$ cat src/shared/cml_consts.svh
// Summary of operation
// - Read lasts hi*256 plus low seven bits
// - Write lasts hi*256 plus low seven bits
// - Read length spans read strobe and select
// - Write length spans write strobe and select
// - Cycle length writes ignored while protected
// - Read length in bits 24:16, reset zero
// - Write length in bits 8:0, reset zero
`ifndef CML_CONSTS_SVH
`define CML_CONSTS_SVH

`define CML_NUM_CS 4
`define CML_LEN_W 9
`define CML_CNT_W 10
`define CML_HI_MULT 10'h100
`define CML_LEN_RST 9'h000

// Register byte offsets
`define CML_OFF_CYCLE_BASE 8'h00
`define CML_OFF_WPROT 8'h20
`define CML_OFF_STATUS 8'h24

// Field positions
`define CML_RD_LSB 16
`define CML_RD_MSB 24
`define CML_WR_LSB 0
`define CML_WR_MSB 8
`define CML_WRITE_PROTECT_ENABLE_BIT 0

`endif

$ cat src/shared/cml_pkg.sv
package cml_pkg;
   typedef enum logic [0:0] {
      CML_IDLE = 1'b0,
      CML_RUN = 1'b1
   } cml_state_t;
endpackage

$ cat src/rtl/cml_timer.sv
`timescale 1ns/1ps
`include "cml_consts.svh"

// Down counter for one access; o_last is high in the final cycle
module cml_timer (
   input wire logic i_clock,
   input wire logic i_sys_rst,
   input wire logic i_load,
   input wire logic [`CML_CNT_W-1:0] i_len,
   output logic o_last,
   output logic [`CML_CNT_W-1:0] o_cnt
);
   logic [`CML_CNT_W-1:0] cnt_q;
   logic [`CML_CNT_W-1:0] cnt_d;

   always_comb begin
      cnt_d = cnt_q;
      if (i_load) begin
         cnt_d = i_len;
      end else if (cnt_q != '0) begin
         cnt_d = cnt_q - `CML_CNT_W'(1);
      end
   end

   always_ff @(posedge i_clock or posedge i_sys_rst) begin
      if (i_sys_rst) begin
         cnt_q <= '0;
      end else begin
         cnt_q <= cnt_d;
      end
   end

   assign o_last = (cnt_q == `CML_CNT_W'(1));
   assign o_cnt = cnt_q;
endmodule

$ cat src/rtl/cml_cycle_len.sv
`timescale 1ns/1ps
`include "cml_consts.svh"

module cml_cycle_len (
   input wire logic i_clock,
   input wire logic i_sys_rst,
   input wire logic i_psel,
   input wire logic i_penable,
   input wire logic i_pwrite,
   input wire logic [7:0] i_paddr,
   input wire logic [31:0] i_pwdata,
   output logic [31:0] o_prdata,
   output logic o_pready,
   output logic o_pslverr,
   input wire logic i_acc_req,
   input wire logic [1:0] i_acc_cs,
   input wire logic i_acc_write,
   output logic o_acc_busy,
   output logic o_acc_done,
   output logic [`CML_NUM_CS-1:0] o_chip_select_n,
   output logic o_read_strobe_n,
   output logic o_write_strobe_n
);

   // Total length from the 9-bit field; zero is stretched to one cycle
   function automatic logic [`CML_CNT_W-1:0] total_len(
      input logic [`CML_LEN_W-1:0] f);
      logic [`CML_CNT_W-1:0] t;
      t = `CML_CNT_W'(f[8:7]) * `CML_HI_MULT + `CML_CNT_W'(f[6:0]);
      if (t == '0) begin
         t = `CML_CNT_W'(1);
      end
      return t;
   endfunction

   // APB decode
   logic acc_phase;
   logic apb_take;
   logic hit_cycle;
   logic hit_wprot;
   logic hit_status;
   logic [1:0] reg_idx;
   assign acc_phase = i_psel && i_penable;
   assign apb_take = acc_phase && o_pready;
   assign reg_idx = i_paddr[3:2];
   assign hit_cycle = (i_paddr[7:4] == 4'(`CML_OFF_CYCLE_BASE >> 4))
                      && (i_paddr[1:0] == 2'h0);
   assign hit_wprot = (i_paddr == `CML_OFF_WPROT);
   assign hit_status = (i_paddr == `CML_OFF_STATUS);

   logic write_protect_enable_q;
   logic write_protect_enable_d;
   logic [`CML_LEN_W-1:0] rd_len_q [`CML_NUM_CS];
   logic [`CML_LEN_W-1:0] wr_len_q [`CML_NUM_CS];

   always_comb begin
      write_protect_enable_d = write_protect_enable_q;
      if (apb_take && i_pwrite && hit_wprot) begin
         write_protect_enable_d = i_pwdata[`CML_WRITE_PROTECT_ENABLE_BIT];
      end
   end

   always_ff @(posedge i_clock or posedge i_sys_rst) begin
      if (i_sys_rst) begin
         write_protect_enable_q <= 1'b0;
      end else begin
         write_protect_enable_q <= write_protect_enable_d;
      end
   end

   genvar g;
   generate
      for (g = 0; g < `CML_NUM_CS; g++) begin : g_cs
         logic [`CML_LEN_W-1:0] rd_d;
         logic [`CML_LEN_W-1:0] wr_d;
         always_comb begin
            rd_d = rd_len_q[g];
            wr_d = wr_len_q[g];
            if (apb_take && i_pwrite && hit_cycle && !write_protect_enable_q
                && (reg_idx == 2'(g))) begin
               rd_d = i_pwdata[`CML_RD_MSB:`CML_RD_LSB];
               wr_d = i_pwdata[`CML_WR_MSB:`CML_WR_LSB];
            end
         end
         always_ff @(posedge i_clock or posedge i_sys_rst) begin
            if (i_sys_rst) begin
               rd_len_q[g] <= `CML_LEN_RST;
               wr_len_q[g] <= `CML_LEN_RST;
            end else begin
               rd_len_q[g] <= rd_d;
               wr_len_q[g] <= wr_d;
            end
         end
      end
   endgenerate

   // Access sequencer
   cml_pkg::cml_state_t state_q;
   cml_pkg::cml_state_t state_d;
   logic [1:0] cs_q;
   logic [1:0] cs_d;
   logic dir_wr_q;
   logic dir_wr_d;
   logic [`CML_NUM_CS-1:0] csn_d;
   logic rdn_d;
   logic wrn_d;
   logic busy_d;
   logic done_d;
   logic accept;
   logic t_last;
   logic [`CML_CNT_W-1:0] t_cnt;
   logic [`CML_CNT_W-1:0] sel_len;

   assign accept = (state_q == cml_pkg::CML_IDLE) && i_acc_req;
   assign sel_len = i_acc_write ? total_len(wr_len_q[i_acc_cs])
                                : total_len(rd_len_q[i_acc_cs]);

   cml_timer u_timer (
      .i_clock(i_clock),
      .i_sys_rst(i_sys_rst),
      .i_load(accept),
      .i_len(sel_len),
      .o_last(t_last),
      .o_cnt(t_cnt)
   );

   always_comb begin
      state_d = state_q;
      cs_d = cs_q;
      dir_wr_d = dir_wr_q;
      csn_d = o_chip_select_n;
      rdn_d = o_read_strobe_n;
      wrn_d = o_write_strobe_n;
      busy_d = o_acc_busy;
      done_d = 1'b0;
      case (state_q)
         cml_pkg::CML_IDLE: begin
            if (accept) begin
               state_d = cml_pkg::CML_RUN;
               cs_d = i_acc_cs;
               dir_wr_d = i_acc_write;
               // Select and read strobe share the cycle
               // Select and write strobe share the cycle
               csn_d = ~(`CML_NUM_CS'(1) << i_acc_cs);
               rdn_d = i_acc_write;
               wrn_d = !i_acc_write;
               busy_d = 1'b1;
            end
         end
         cml_pkg::CML_RUN: begin
            // Release only when the length has run out
            if (t_last) begin
               state_d = cml_pkg::CML_IDLE;
               csn_d = '1;
               rdn_d = 1'b1;
               wrn_d = 1'b1;
               busy_d = 1'b0;
               done_d = 1'b1;
            end
         end
         default: begin
            state_d = cml_pkg::CML_IDLE;
            csn_d = '1;
            rdn_d = 1'b1;
            wrn_d = 1'b1;
            busy_d = 1'b0;
         end
      endcase
   end

   always_ff @(posedge i_clock or posedge i_sys_rst) begin
      if (i_sys_rst) begin
         state_q <= cml_pkg::CML_IDLE;
         cs_q <= 2'h0;
         dir_wr_q <= 1'b0;
         o_chip_select_n <= '1;
         o_read_strobe_n <= 1'b1;
         o_write_strobe_n <= 1'b1;
         o_acc_busy <= 1'b0;
         o_acc_done <= 1'b0;
      end else begin
         state_q <= state_d;
         cs_q <= cs_d;
         dir_wr_q <= dir_wr_d;
         o_chip_select_n <= csn_d;
         o_read_strobe_n <= rdn_d;
         o_write_strobe_n <= wrn_d;
         o_acc_busy <= busy_d;
         o_acc_done <= done_d;
      end
   end

   // APB answer: one wait state, then a single ready cycle
   logic [31:0] prdata_d;
   logic pready_d;
   logic pslverr_d;

   always_comb begin
      prdata_d = o_prdata;
      pready_d = 1'b0;
      pslverr_d = 1'b0;
      if (acc_phase && !o_pready) begin
         pready_d = 1'b1;
         pslverr_d = !(hit_cycle || hit_wprot || hit_status);
         prdata_d = 32'h0;
         if (hit_cycle) begin
            prdata_d[`CML_RD_MSB:`CML_RD_LSB] = rd_len_q[reg_idx];
            prdata_d[`CML_WR_MSB:`CML_WR_LSB] = wr_len_q[reg_idx];
         end else if (hit_wprot) begin
            prdata_d[`CML_WRITE_PROTECT_ENABLE_BIT] = write_protect_enable_q;
         end else if (hit_status) begin
            prdata_d = {16'h0, 2'h0, t_cnt, dir_wr_q, cs_q, o_acc_busy};
         end
      end
   end

   always_ff @(posedge i_clock or posedge i_sys_rst) begin
      if (i_sys_rst) begin
         o_prdata <= 32'h0;
         o_pready <= 1'b0;
         o_pslverr <= 1'b0;
      end else begin
         o_prdata <= prdata_d;
         o_pready <= pready_d;
         o_pslverr <= pslverr_d;
      end
   end

   // Helper: select-low cycle count and the length granted at accept
   logic [`CML_CNT_W-1:0] low_cnt_q;
   logic [`CML_CNT_W-1:0] granted_q;
   always_ff @(posedge i_clock or posedge i_sys_rst) begin
      if (i_sys_rst) begin
         low_cnt_q <= '0;
         granted_q <= '0;
      end else begin
         if (accept) begin
            granted_q <= sel_len;
         end
         if (o_chip_select_n == '1) begin
            low_cnt_q <= '0;
         end else begin
            low_cnt_q <= low_cnt_q + `CML_CNT_W'(1);
         end
      end
   end
endmodule

$ cat config.mk
export PLATFORM = sky130hd
export DESIGN_NAME = cml_cycle_len
export DESIGN_NICKNAME = d
export VERILOG_FILES = /design/src/shared/cml_pkg.sv /design/src/rtl/cml_timer.sv /design/src/rtl/cml_cycle_len.sv
export VERILOG_INCLUDE_DIRS = /design/src /design/src/shared
export SDC_FILE = /design/constraint.sdc
export NUM_CORES = 1
export LEC_CHECK = 0
export ABC_AREA = 1
export BUFFER_PORTS_ARGS = -buffer_cell sky130_fd_sc_hd__buf_4
export CORE_MARGIN = 2
export CORE_UTILIZATION = 25
export CTS_CLUSTER_SIZE = 12
export DETAILED_ROUTE_END_ITERATION = 16
export SLEW_MARGIN = 20
export SYNTH_ARGS = -nofsm -noshare
export SYNTH_HDL_FRONTEND = slang
export SYNTH_SLANG_ARGS = --single-unit
$ cat constraint.sdc
create_clock -name i_clock -period 3.7 [get_ports i_clock]
set_input_delay 0.185 -clock i_clock [delete_from_list [all_inputs] [get_ports i_clock]]
set_output_delay 0.185 -clock i_clock [all_outputs]
set_load 0.005 [all_outputs]
==> results of run 1 <==
## repair_timing
action                                 4_1_cts  5_1_grt
resized for setup                            0        0
hold buffers                                 1        0
setup endpoints to repair                    0        0
endpoints found under the hold margin        1        0
## layout by cell type, fill, tap and decap left out, types with 3 or more instances in the layout
cell type and instances:
nand2_1 225, dfrtp_1 114, o21ai_0 105, buf_4 76
nor2_1 54, inv_1 51, nand3_1 43, a21oi_1 17
clkbuf_16 17, a221oi_1 10, conb_1 9, a22o_1 8
nand4_1 7, o21ai_1 7, a31oi_1 7, a41oi_1 6
clkinv_2 6, dfstp_2 6, o31ai_1 5, nand2_2 4
clkinv_1 4, nor3_1 4, clkbuf_8 4, a22oi_1 3
## power by group
part / internal, mW / leakage [nW] / switching, mW
Clock: 1.05 / 0.291 / 0.577
Combinational: 0.217 / 1.49 / 0.354
Sequential: 1.45 / 1.62 / 0.0841
Total: 2.71 / 3.40 / 1.01
## kinds of logic after synthesis
family,Yosys count
compound gates,174
xor+xnor,2
fa+ha+maj,2
buf+inv,97
flops,120
other cells,1
simple gates,347
## worst max-delay path by stage
stage	to	slack [ns]	depth (start not counted)
after CTS	u_timer.o_cnt[4]$_DFFE_PP0P_	1.49	10
after detailed placement	u_timer.o_cnt[0]$_DFFE_PP0P_	1.25	13
after global routing	o_prdata[11]$_DFFE_PP0P_	1.27	3
final	u_timer.o_cnt[4]$_DFFE_PP0P_	1.47	10
after global placement	u_timer.o_cnt[0]$_DFFE_PP0P_	1.22	13
after floorplan	cs_q[0]$_DFFE_PP0P_	0.34	1
## metrics by stage
| step | cell area [um^2] | util (%) | hold slack [ns] | total power, mW |
|---|---|---|---|---|
| 4_1_cts | 7330 | 31.1 | 0.0152 | 3.75 |
| 3_5_place_dp | 6740 | 28.6 | 0.436 | 2.12 |
| 3_3_place_gp | 6740 | 28.6 | 0.426 | 2.11 |
| 2_1_floorplan | 6030 | - | 0.329 | 1.90 |
| 5_1_grt | 7330 | 31.1 | 0.0311 | 3.89 |
| 6_report | 7330 | 31.1 | -0.0454 | 3.72 |
## registers in the layout (all words and copies together), names as in the netlist
register	flops
o_chip_select_n	4
o_pslverr	1
write_protect_enable_q	1
cs_q	2
o_acc_done	1
wr_len_q	36
o_read_strobe_n	1
o_acc_busy	1
state_q	1
o_pready	1
o_write_strobe_n	1
dir_wr_q	1
u_timer.o_cnt	10
o_prdata	23
rd_len_q	36
## per-layer routing
metal  routed length [um]  vias up
met5                    0        -
met4                  462        0
met3                 1480       43
met2                 7850      236
met1                 8240     2507
li1                     -     2594
## layout make-up
cell class              count  area, um^2
repair buffers             77         581
multi-input cells         534        2540
fillers                  2548       16200
clock buffers              22         484
flip-flops and latches    120        3010
inverters                  57         216
clock inverters             9        97.6
well taps                 319         399
==> results.txt, run 1 <==
Clock latency on the worst-skew pair, taken at its later pin, is 0.43 ns. The worst path buffer plus inverter count came out at 6. Setup repair after global routing left no endpoint under its margin. The number of nets in the layout came out at 858.

Global routing consumed, over all layers together, 14.7% of the routing resources. In this design, the stage delay of the slowest critical-path cell is 0.56 ns. The layout cell share with drive strength beyond 1 came out at 15.6%. In this run the register-to-register setup slack is 1.48 ns. The final worst clock skew is 0.00553 ns. The number of antenna violations at the first check in global routing came to 0. The first global-routing pass estimated 29100 um of wire. The count of maximum capacitance violations is 0. By area, the combinational part of the netlist is dominated by simple AND/OR/NAND/NOR gates. The transition time at the pin with the least slew margin is 0.923 ns. The remaining antenna violation count after routing came out at 0.

The number of optimization iterations in the first detailed-route pass is 5. The peak supply drop is 317 uV. The most area-hungry cell type in the Yosys netlist is dfrtp_1. TritonCTS built the clock tree.

Averaged over all synthesized cells, the footprint is 8.08 um^2. The number of setup buffers added after CTS is 0. The number of top-level design ports is 91. The critical path goes through dlygate4sd3_1 -> buf_4 -> inv_1 -> nor2_1 -> buf_4 -> inv_1 -> nor2_1 -> o21ai_0 -> a31o_2 -> inv_1. The area fraction of the dominant cell type after synthesis is 47.5%. The count of unique library cells instantiated by Yosys is 42. The number of global-route vias before repair came out at 5243.

The share of synthesized cell area in full adder, half adder and majority cells came out at 0.417%. On the critical path, the stage with the largest delay is an instance of nor2_1. The flip-flop and latch count after synthesis is 120. The commonest cells after synthesis are 225 x nand2_1, 114 x dfrtp_1, 105 x o21ai_0. The detail-routed via count per cell came out at 4.73.

The cell at the root of the clock tree is clkbuf_16. Compared with the post-synthesis result, the final layout area differs by 22.2%. The multiplexer area fraction after synthesis came out at 0%. In the routed design, unresolved DRC markers number 0. Entering global routing, the biggest net connects 75 pins. The number of antenna diodes in the final layout is 0. The die is 159 um tall. The starting density of the core is 25.5%.

The leading register cell type out of synthesis is dfrtp_1. The cell family contributing the most delay on the critical path is buffers and inverters. The tightest min-delay check is of the input pin to asynchronous set/reset pin type. The area of the mapped netlist came out at 6000 um^2. By area the synthesized netlist is led by dfrtp_1 48%, nand2_1 14%, o21ai_0 8.8%. The cell row count came out at 56. For this run, the register share of the synthesized area comes to 50.2%. The total area inside the core boundary comes to 23500 um^2. Counting flops with a built-in enable in the synthesized netlist gives 0. The type of the worst setup path is input pin to register.

The total half-perimeter wirelength after legalization and detailed placement is 12200 um. The wire length reported by the detailed router came out at 18000 um. Summed over all failing endpoints, the final setup total negative slack is 0 ns. The layer with the highest usage is met2. The endpoint identified for the worst register-to-register timing path is u_timer.o_cnt[4]$_DFFE_PP0P_. The clock transition at the registers of the reported paths came out at 0.05 ns. At the worst endpoint, the arrival time is 2.59 ns. The first routing iteration left 530 violations. The final count of hold timing violations is 36.

Summing the areas of all compound-gate instances in the mapped netlist gives 16.8% of the synthesized area. The post-synthesis share of cell area spent on xor and xnor gates came out at 0.292%. The maximum buffer depth of the clock tree is 2.

The routability congestion estimate came out at 0.867. Measured in cells, the most critical reg-to-reg path has a length of 7. The leakage power came out at 3.40 nW. The number of warnings reported in the yosys synthesis log came out at 0.

The floorplan step defined a die boundary enclosing 25300 um^2. The final critical-path required period is 2.23 ns. The maximum frequency from static timing analysis is 0.449 GHz. The clock sink count came out at 120.

The final cell count without fillers came out at 1138. Synthesis handed over a netlist of 743 instances. The detailed-route via count is 5380.

The power density of the placed cells is 508 nW/um^2. STA classifies the critical path endpoint as a register. The most numerous cell type found on the critical path is inv_1. The number of placed cells counting well taps is 1106. The max-slew headroom at the worst pin is 38.5%.

In the synthesized netlist the async set-or-reset flop fraction comes to 100%. The worst register-to-register path begins at state_q$_DFF_PP0_. Global routing consumed, on the met3 layer, 3.99% of the routing resources. In the post-route analysis, the smallest setup slack over all paths is 1.47 ns.

The routed length per placed instance came out at 15.8 um. The synthesized netlist devotes 24.4% of its cell area to simple gates. STA classifies the critical path startpoint as an input pin.

The number of buffers created by CTS is 17. The checks that failed: hold timing. After layout, the worst path uses 60.2% of the clock period. For this run, global-route usage on met1 was measured as 20.7%.

The required time of the critical path is 4.06 ns. In this run the horizontal extent of the chip is 159 um. Hold timing on the final database bottoms out at a slack of -0.0454 ns.

For this run, global-route usage on met2 was measured as 21.6%. The number of I/O port buffers is 67. The final count of pins violating max slew is 0. The launching instance or port of the critical path is i_acc_req. The total global routing overflow came out at 0. The minimum setup slack after placement came out at 1.25 ns. The flow ran to the end, but the final reports show violations. In the post-synthesis netlist, the cell with the most instances is nand2_1. The maximum fanout encountered on the critical timing path came out at 16. Setup violations remaining at the end of the flow were counted as 0. The H-tree depth came out at 4.
No activity file was read; power rests on OpenSTA's default activity.
==> inputs of run 2 (changes only) <==
Clock period 3.7 ns to 1.8 ns, I/O delays scaled along.
==> run 2 against run 1 <==
Sequential power is 110% higher. Cell count is 4.2% higher. The flow now finishes without violations. Highest routed layer unchanged. First-iteration DRC count is 11% higher. Register-to-register slack worse by 1.3 ns. Largest cell class unchanged. Routed wire length is 0.98% lower. Hold slack better by 0.069 ns. Total power is 110% higher. Flip-flop and latch count stayed put. Critical path type is now register to register.
==> results.txt, run 2 (synthesis gave the netlist of run 1 again) <==
Among cell families on the critical path, the largest total delay comes from simple AND/OR/NAND/NOR gates. In the final layout, the registers with the most flip-flops are rd_len_q: 36 flops, wr_len_q: 36 flops, o_prdata: 23 flops. The number of buffers created by CTS is 17 (unchanged). The area added between synthesis and finish came out at 30.2%. The number of top-level design ports came out at 91 (unchanged).

The post-layout total power is 7.81 mW (+110%). The setup TNS after final layout was 0 ns (unchanged). The number of antenna repair diodes is 0 (unchanged). The leakage power is 3.63 nW (+6.8%). The worst hold slack across all endpoints is 0.0234 ns (+0.0688 ns). Setup repair after global routing left no endpoint under its margin. The clock sink count was 120 (unchanged). In this run the clock root is driven by a clkbuf_16. The delay of the slowest cell on the worst path came out at 0.40 ns (-0.16 ns). The required time of the critical path came out at 2.12 ns (-1.94 ns).

The clock insertion delay at the later pin of the skew report is 0.43 ns (about the same). The total half-perimeter wirelength after legalization and detailed placement was 12800 um (+4.8%). The pin count of the biggest net entering global routing is 89 (+19%).

The H-tree depth is 4 (unchanged). The routed length per placed instance is 15.0 um (-5.0%). The worst setup path is captured at a register. The data arrival time of the worst path is 1.92 ns (-0.67 ns). The detail-routed via count per cell came out at 4.69 (-0.73%).

In the layout the commonest cells are 225 x nand2_1, 114 x dfrtp_1, 105 x o21ai_0, 103 x buf_4, 53 x nor2_1. The wire length of the first global-routing pass is 28900 um (-0.76%). The clock transition at the registers of the reported paths is 0.06 ns (about the same).

The horizontal extent of the die was 159 um (unchanged). The power density of the placed cells came out at 1000 nW/um^2 (+97%). The area of the die is 25300 um^2 (unchanged). STA classifies the critical path startpoint as a register. The layout cell share with drive strength beyond 1 is 18.8% (+3.2 points).

The detailed-route via count was 5566 (+3.5%). The number of antenna violations at the first check in global routing came out at 0 (unchanged). The critical-path cell with the highest stage delay is dfrtp_1. The final count of pins violating max slew came out at 0 (unchanged).

The number of nets in the layout came to 905 (+5.5%). The total global routing overflow came out at 0 (unchanged). The worst hold path belongs to the class input pin to register. The max-slew headroom at the worst pin is 53.7% (+15 points). The area used by sequential logic in the layout is 3010 um^2 (unchanged). The maximum fanout encountered on the critical timing path was 5 (-11). Leaving out fill and tap cells, the most frequent cell in the layout is nand2_1. The peak supply drop was 641 uV (+100%). The number of global-route vias before repair came out at 5247 (+0.076%). The number of optimization iterations in the first detailed-route pass is 5 (unchanged). The type of the worst setup path is register to register. The flow ran to the end, and the final reports show no timing, DRC or antenna violations. The final count of hold timing violations was 0 (-100%). The filler cell count in the final layout came out at 2510 (-1.5%). The cell row count came to 56 (unchanged). The wire length reported by the detailed router was 17800 um (-0.98%). TritonCTS built the clock tree.

The routability congestion estimate is 0.887 (+2.3%). The count of maximum capacitance violations came to 0 (unchanged). Timing would allow up to 0.623 GHz. The final critical-path required period came out at 1.60 ns. The all-layer global routing usage came out at 14.5% (-0.21 points).

The remaining antenna violation count after routing came to 0 (unchanged). The total area of multi-input combinational cells is 2550 um^2 (+0.30%). The total setup violations reported at the end of the flow is 0 (unchanged). The count of unresolved DRC violations after routing was 0 (unchanged). The final worst clock skew is 0.00887 ns (+0.00334 ns). The maximum buffer depth of the clock tree is 2 (unchanged). The starting density of the core is 25.5% (unchanged). The die span in y came out at 159 um (unchanged). The area of the placeable core came out at 23500 um^2 (unchanged). The critical path goes through inv_1 -> ha_1 -> nand2_1 -> nor2_1 -> nand2_1 -> nor3_2 -> buf_4 -> a31oi_1 -> nand3_1 -> inv_1. The number of I/O port buffers came to 67 (unchanged).

The worst path buffer plus inverter count was 3 (-3). In the finished design, the share of the clock period the worst path needs comes to 89.2%. The transition time at the pin with the least slew margin came out at 0.694 ns (-0.229 ns). The number of violations reported at the end of detailed-routing iteration 0 came out at 588 (+11%).
## run 2: cell count changes in the layout (fill, tap and decap cells not counted), moves of 3 or more
| cell | previous run | this run |
|---|---|---|
| clkbuf_8 | 4 | 1 |
| dlygate4sd3_1 | 1 | 16 |
| clkinvlp_4 | 1 | 5 |
| buf_4 | 76 | 103 |
| buf_12 | 0 | 5 |
## run 2: per-layer routing
metal	part of all wire [%]	wire length (um)	global-route usage (%)	vias to the layer above
li1	-	-	-	2685
met1	47	8440	20.8	2614
met2	43	7650	20.9	235
met3	7.8	1390	3.57	32
met4	2.1	367	5.83	0
met5	0	0	0	-
## run 2: power by group
group	switching [mW]	internal [mW]
Sequential	0.173	2.97
Clock	1.23	2.19
Combinational	0.720	0.522
## run 2: path summary, 6_finish.rpt
path | start | end | slack (ns) | cells past startpoint
setup / recovery | u_timer.o_cnt[1]$_DFFE_PP0P_ | u_timer.o_cnt[8]$_DFFE_PP0P_ | 0.20 | 10
hold / removal | i_pwdata[8] | wr_len_q[17]$_DFFE_PP0P_ | 0.02 | 3
setup reg to reg | u_timer.o_cnt[1]$_DFFE_PP0P_ | u_timer.o_cnt[8]$_DFFE_PP0P_ | 0.20 | 10
hold reg to reg | o_prdata[9]$_DFFE_PP0P_ | o_prdata[9]$_DFFE_PP0P_ | 0.48 | 2
max in group asynchronous | i_sys_rst | o_write_strobe_n$_DFFE_PP1P_ | 1.03 | 4
min in group asynchronous | i_sys_rst | rd_len_q[4]$_DFFE_PP0P_ | 0.35 | 4
## run 2: cell type report
cell class / instances / share of cell area (%)
Sequential cell: 120 / 38.5
Multi-Input combinational cell: 534 / 32.7
Timing Repair Buffer: 124 / 13.2
Clock buffer: 19 / 5.67
Tap cell: 319 / 5.11
Inverter: 57 / 2.79
Clock inverter: 13 / 1.97
## run 2: metrics by stage
| stage | instances | setup slack, ns | util [%] | instance area (um^2) |
|---|---|---|---|---|
| finish | 1186 | 0.195 | 33.2 | 7810 |
| global route | 1186 | 0.0203 | 33.2 | 7810 |
| CTS | 1186 | 0.121 | 33.1 | 7800 |
| detailed placement | 1138 | 0.133 | 29.9 | 7050 |
| global placement | 1138 | 0.170 | 29.9 | 7050 |
| floorplan | 751 | 0.152 | - | 6030 |
## run 2: repair_timing
item                                    4_1_cts  5_1_grt
hold endpoints to repair                    163        0
hold buffers                                 16        0
gates resized for setup                       0        2
endpoints found under the setup margin        0        4
buffers inserted                              0        0
## run 2: worst min-delay path, delay by kind of cell
kind                   cells  cell delay [ns]
AOI/OAI and AO/OA          1             0.16
buffers and inverters      2             0.17
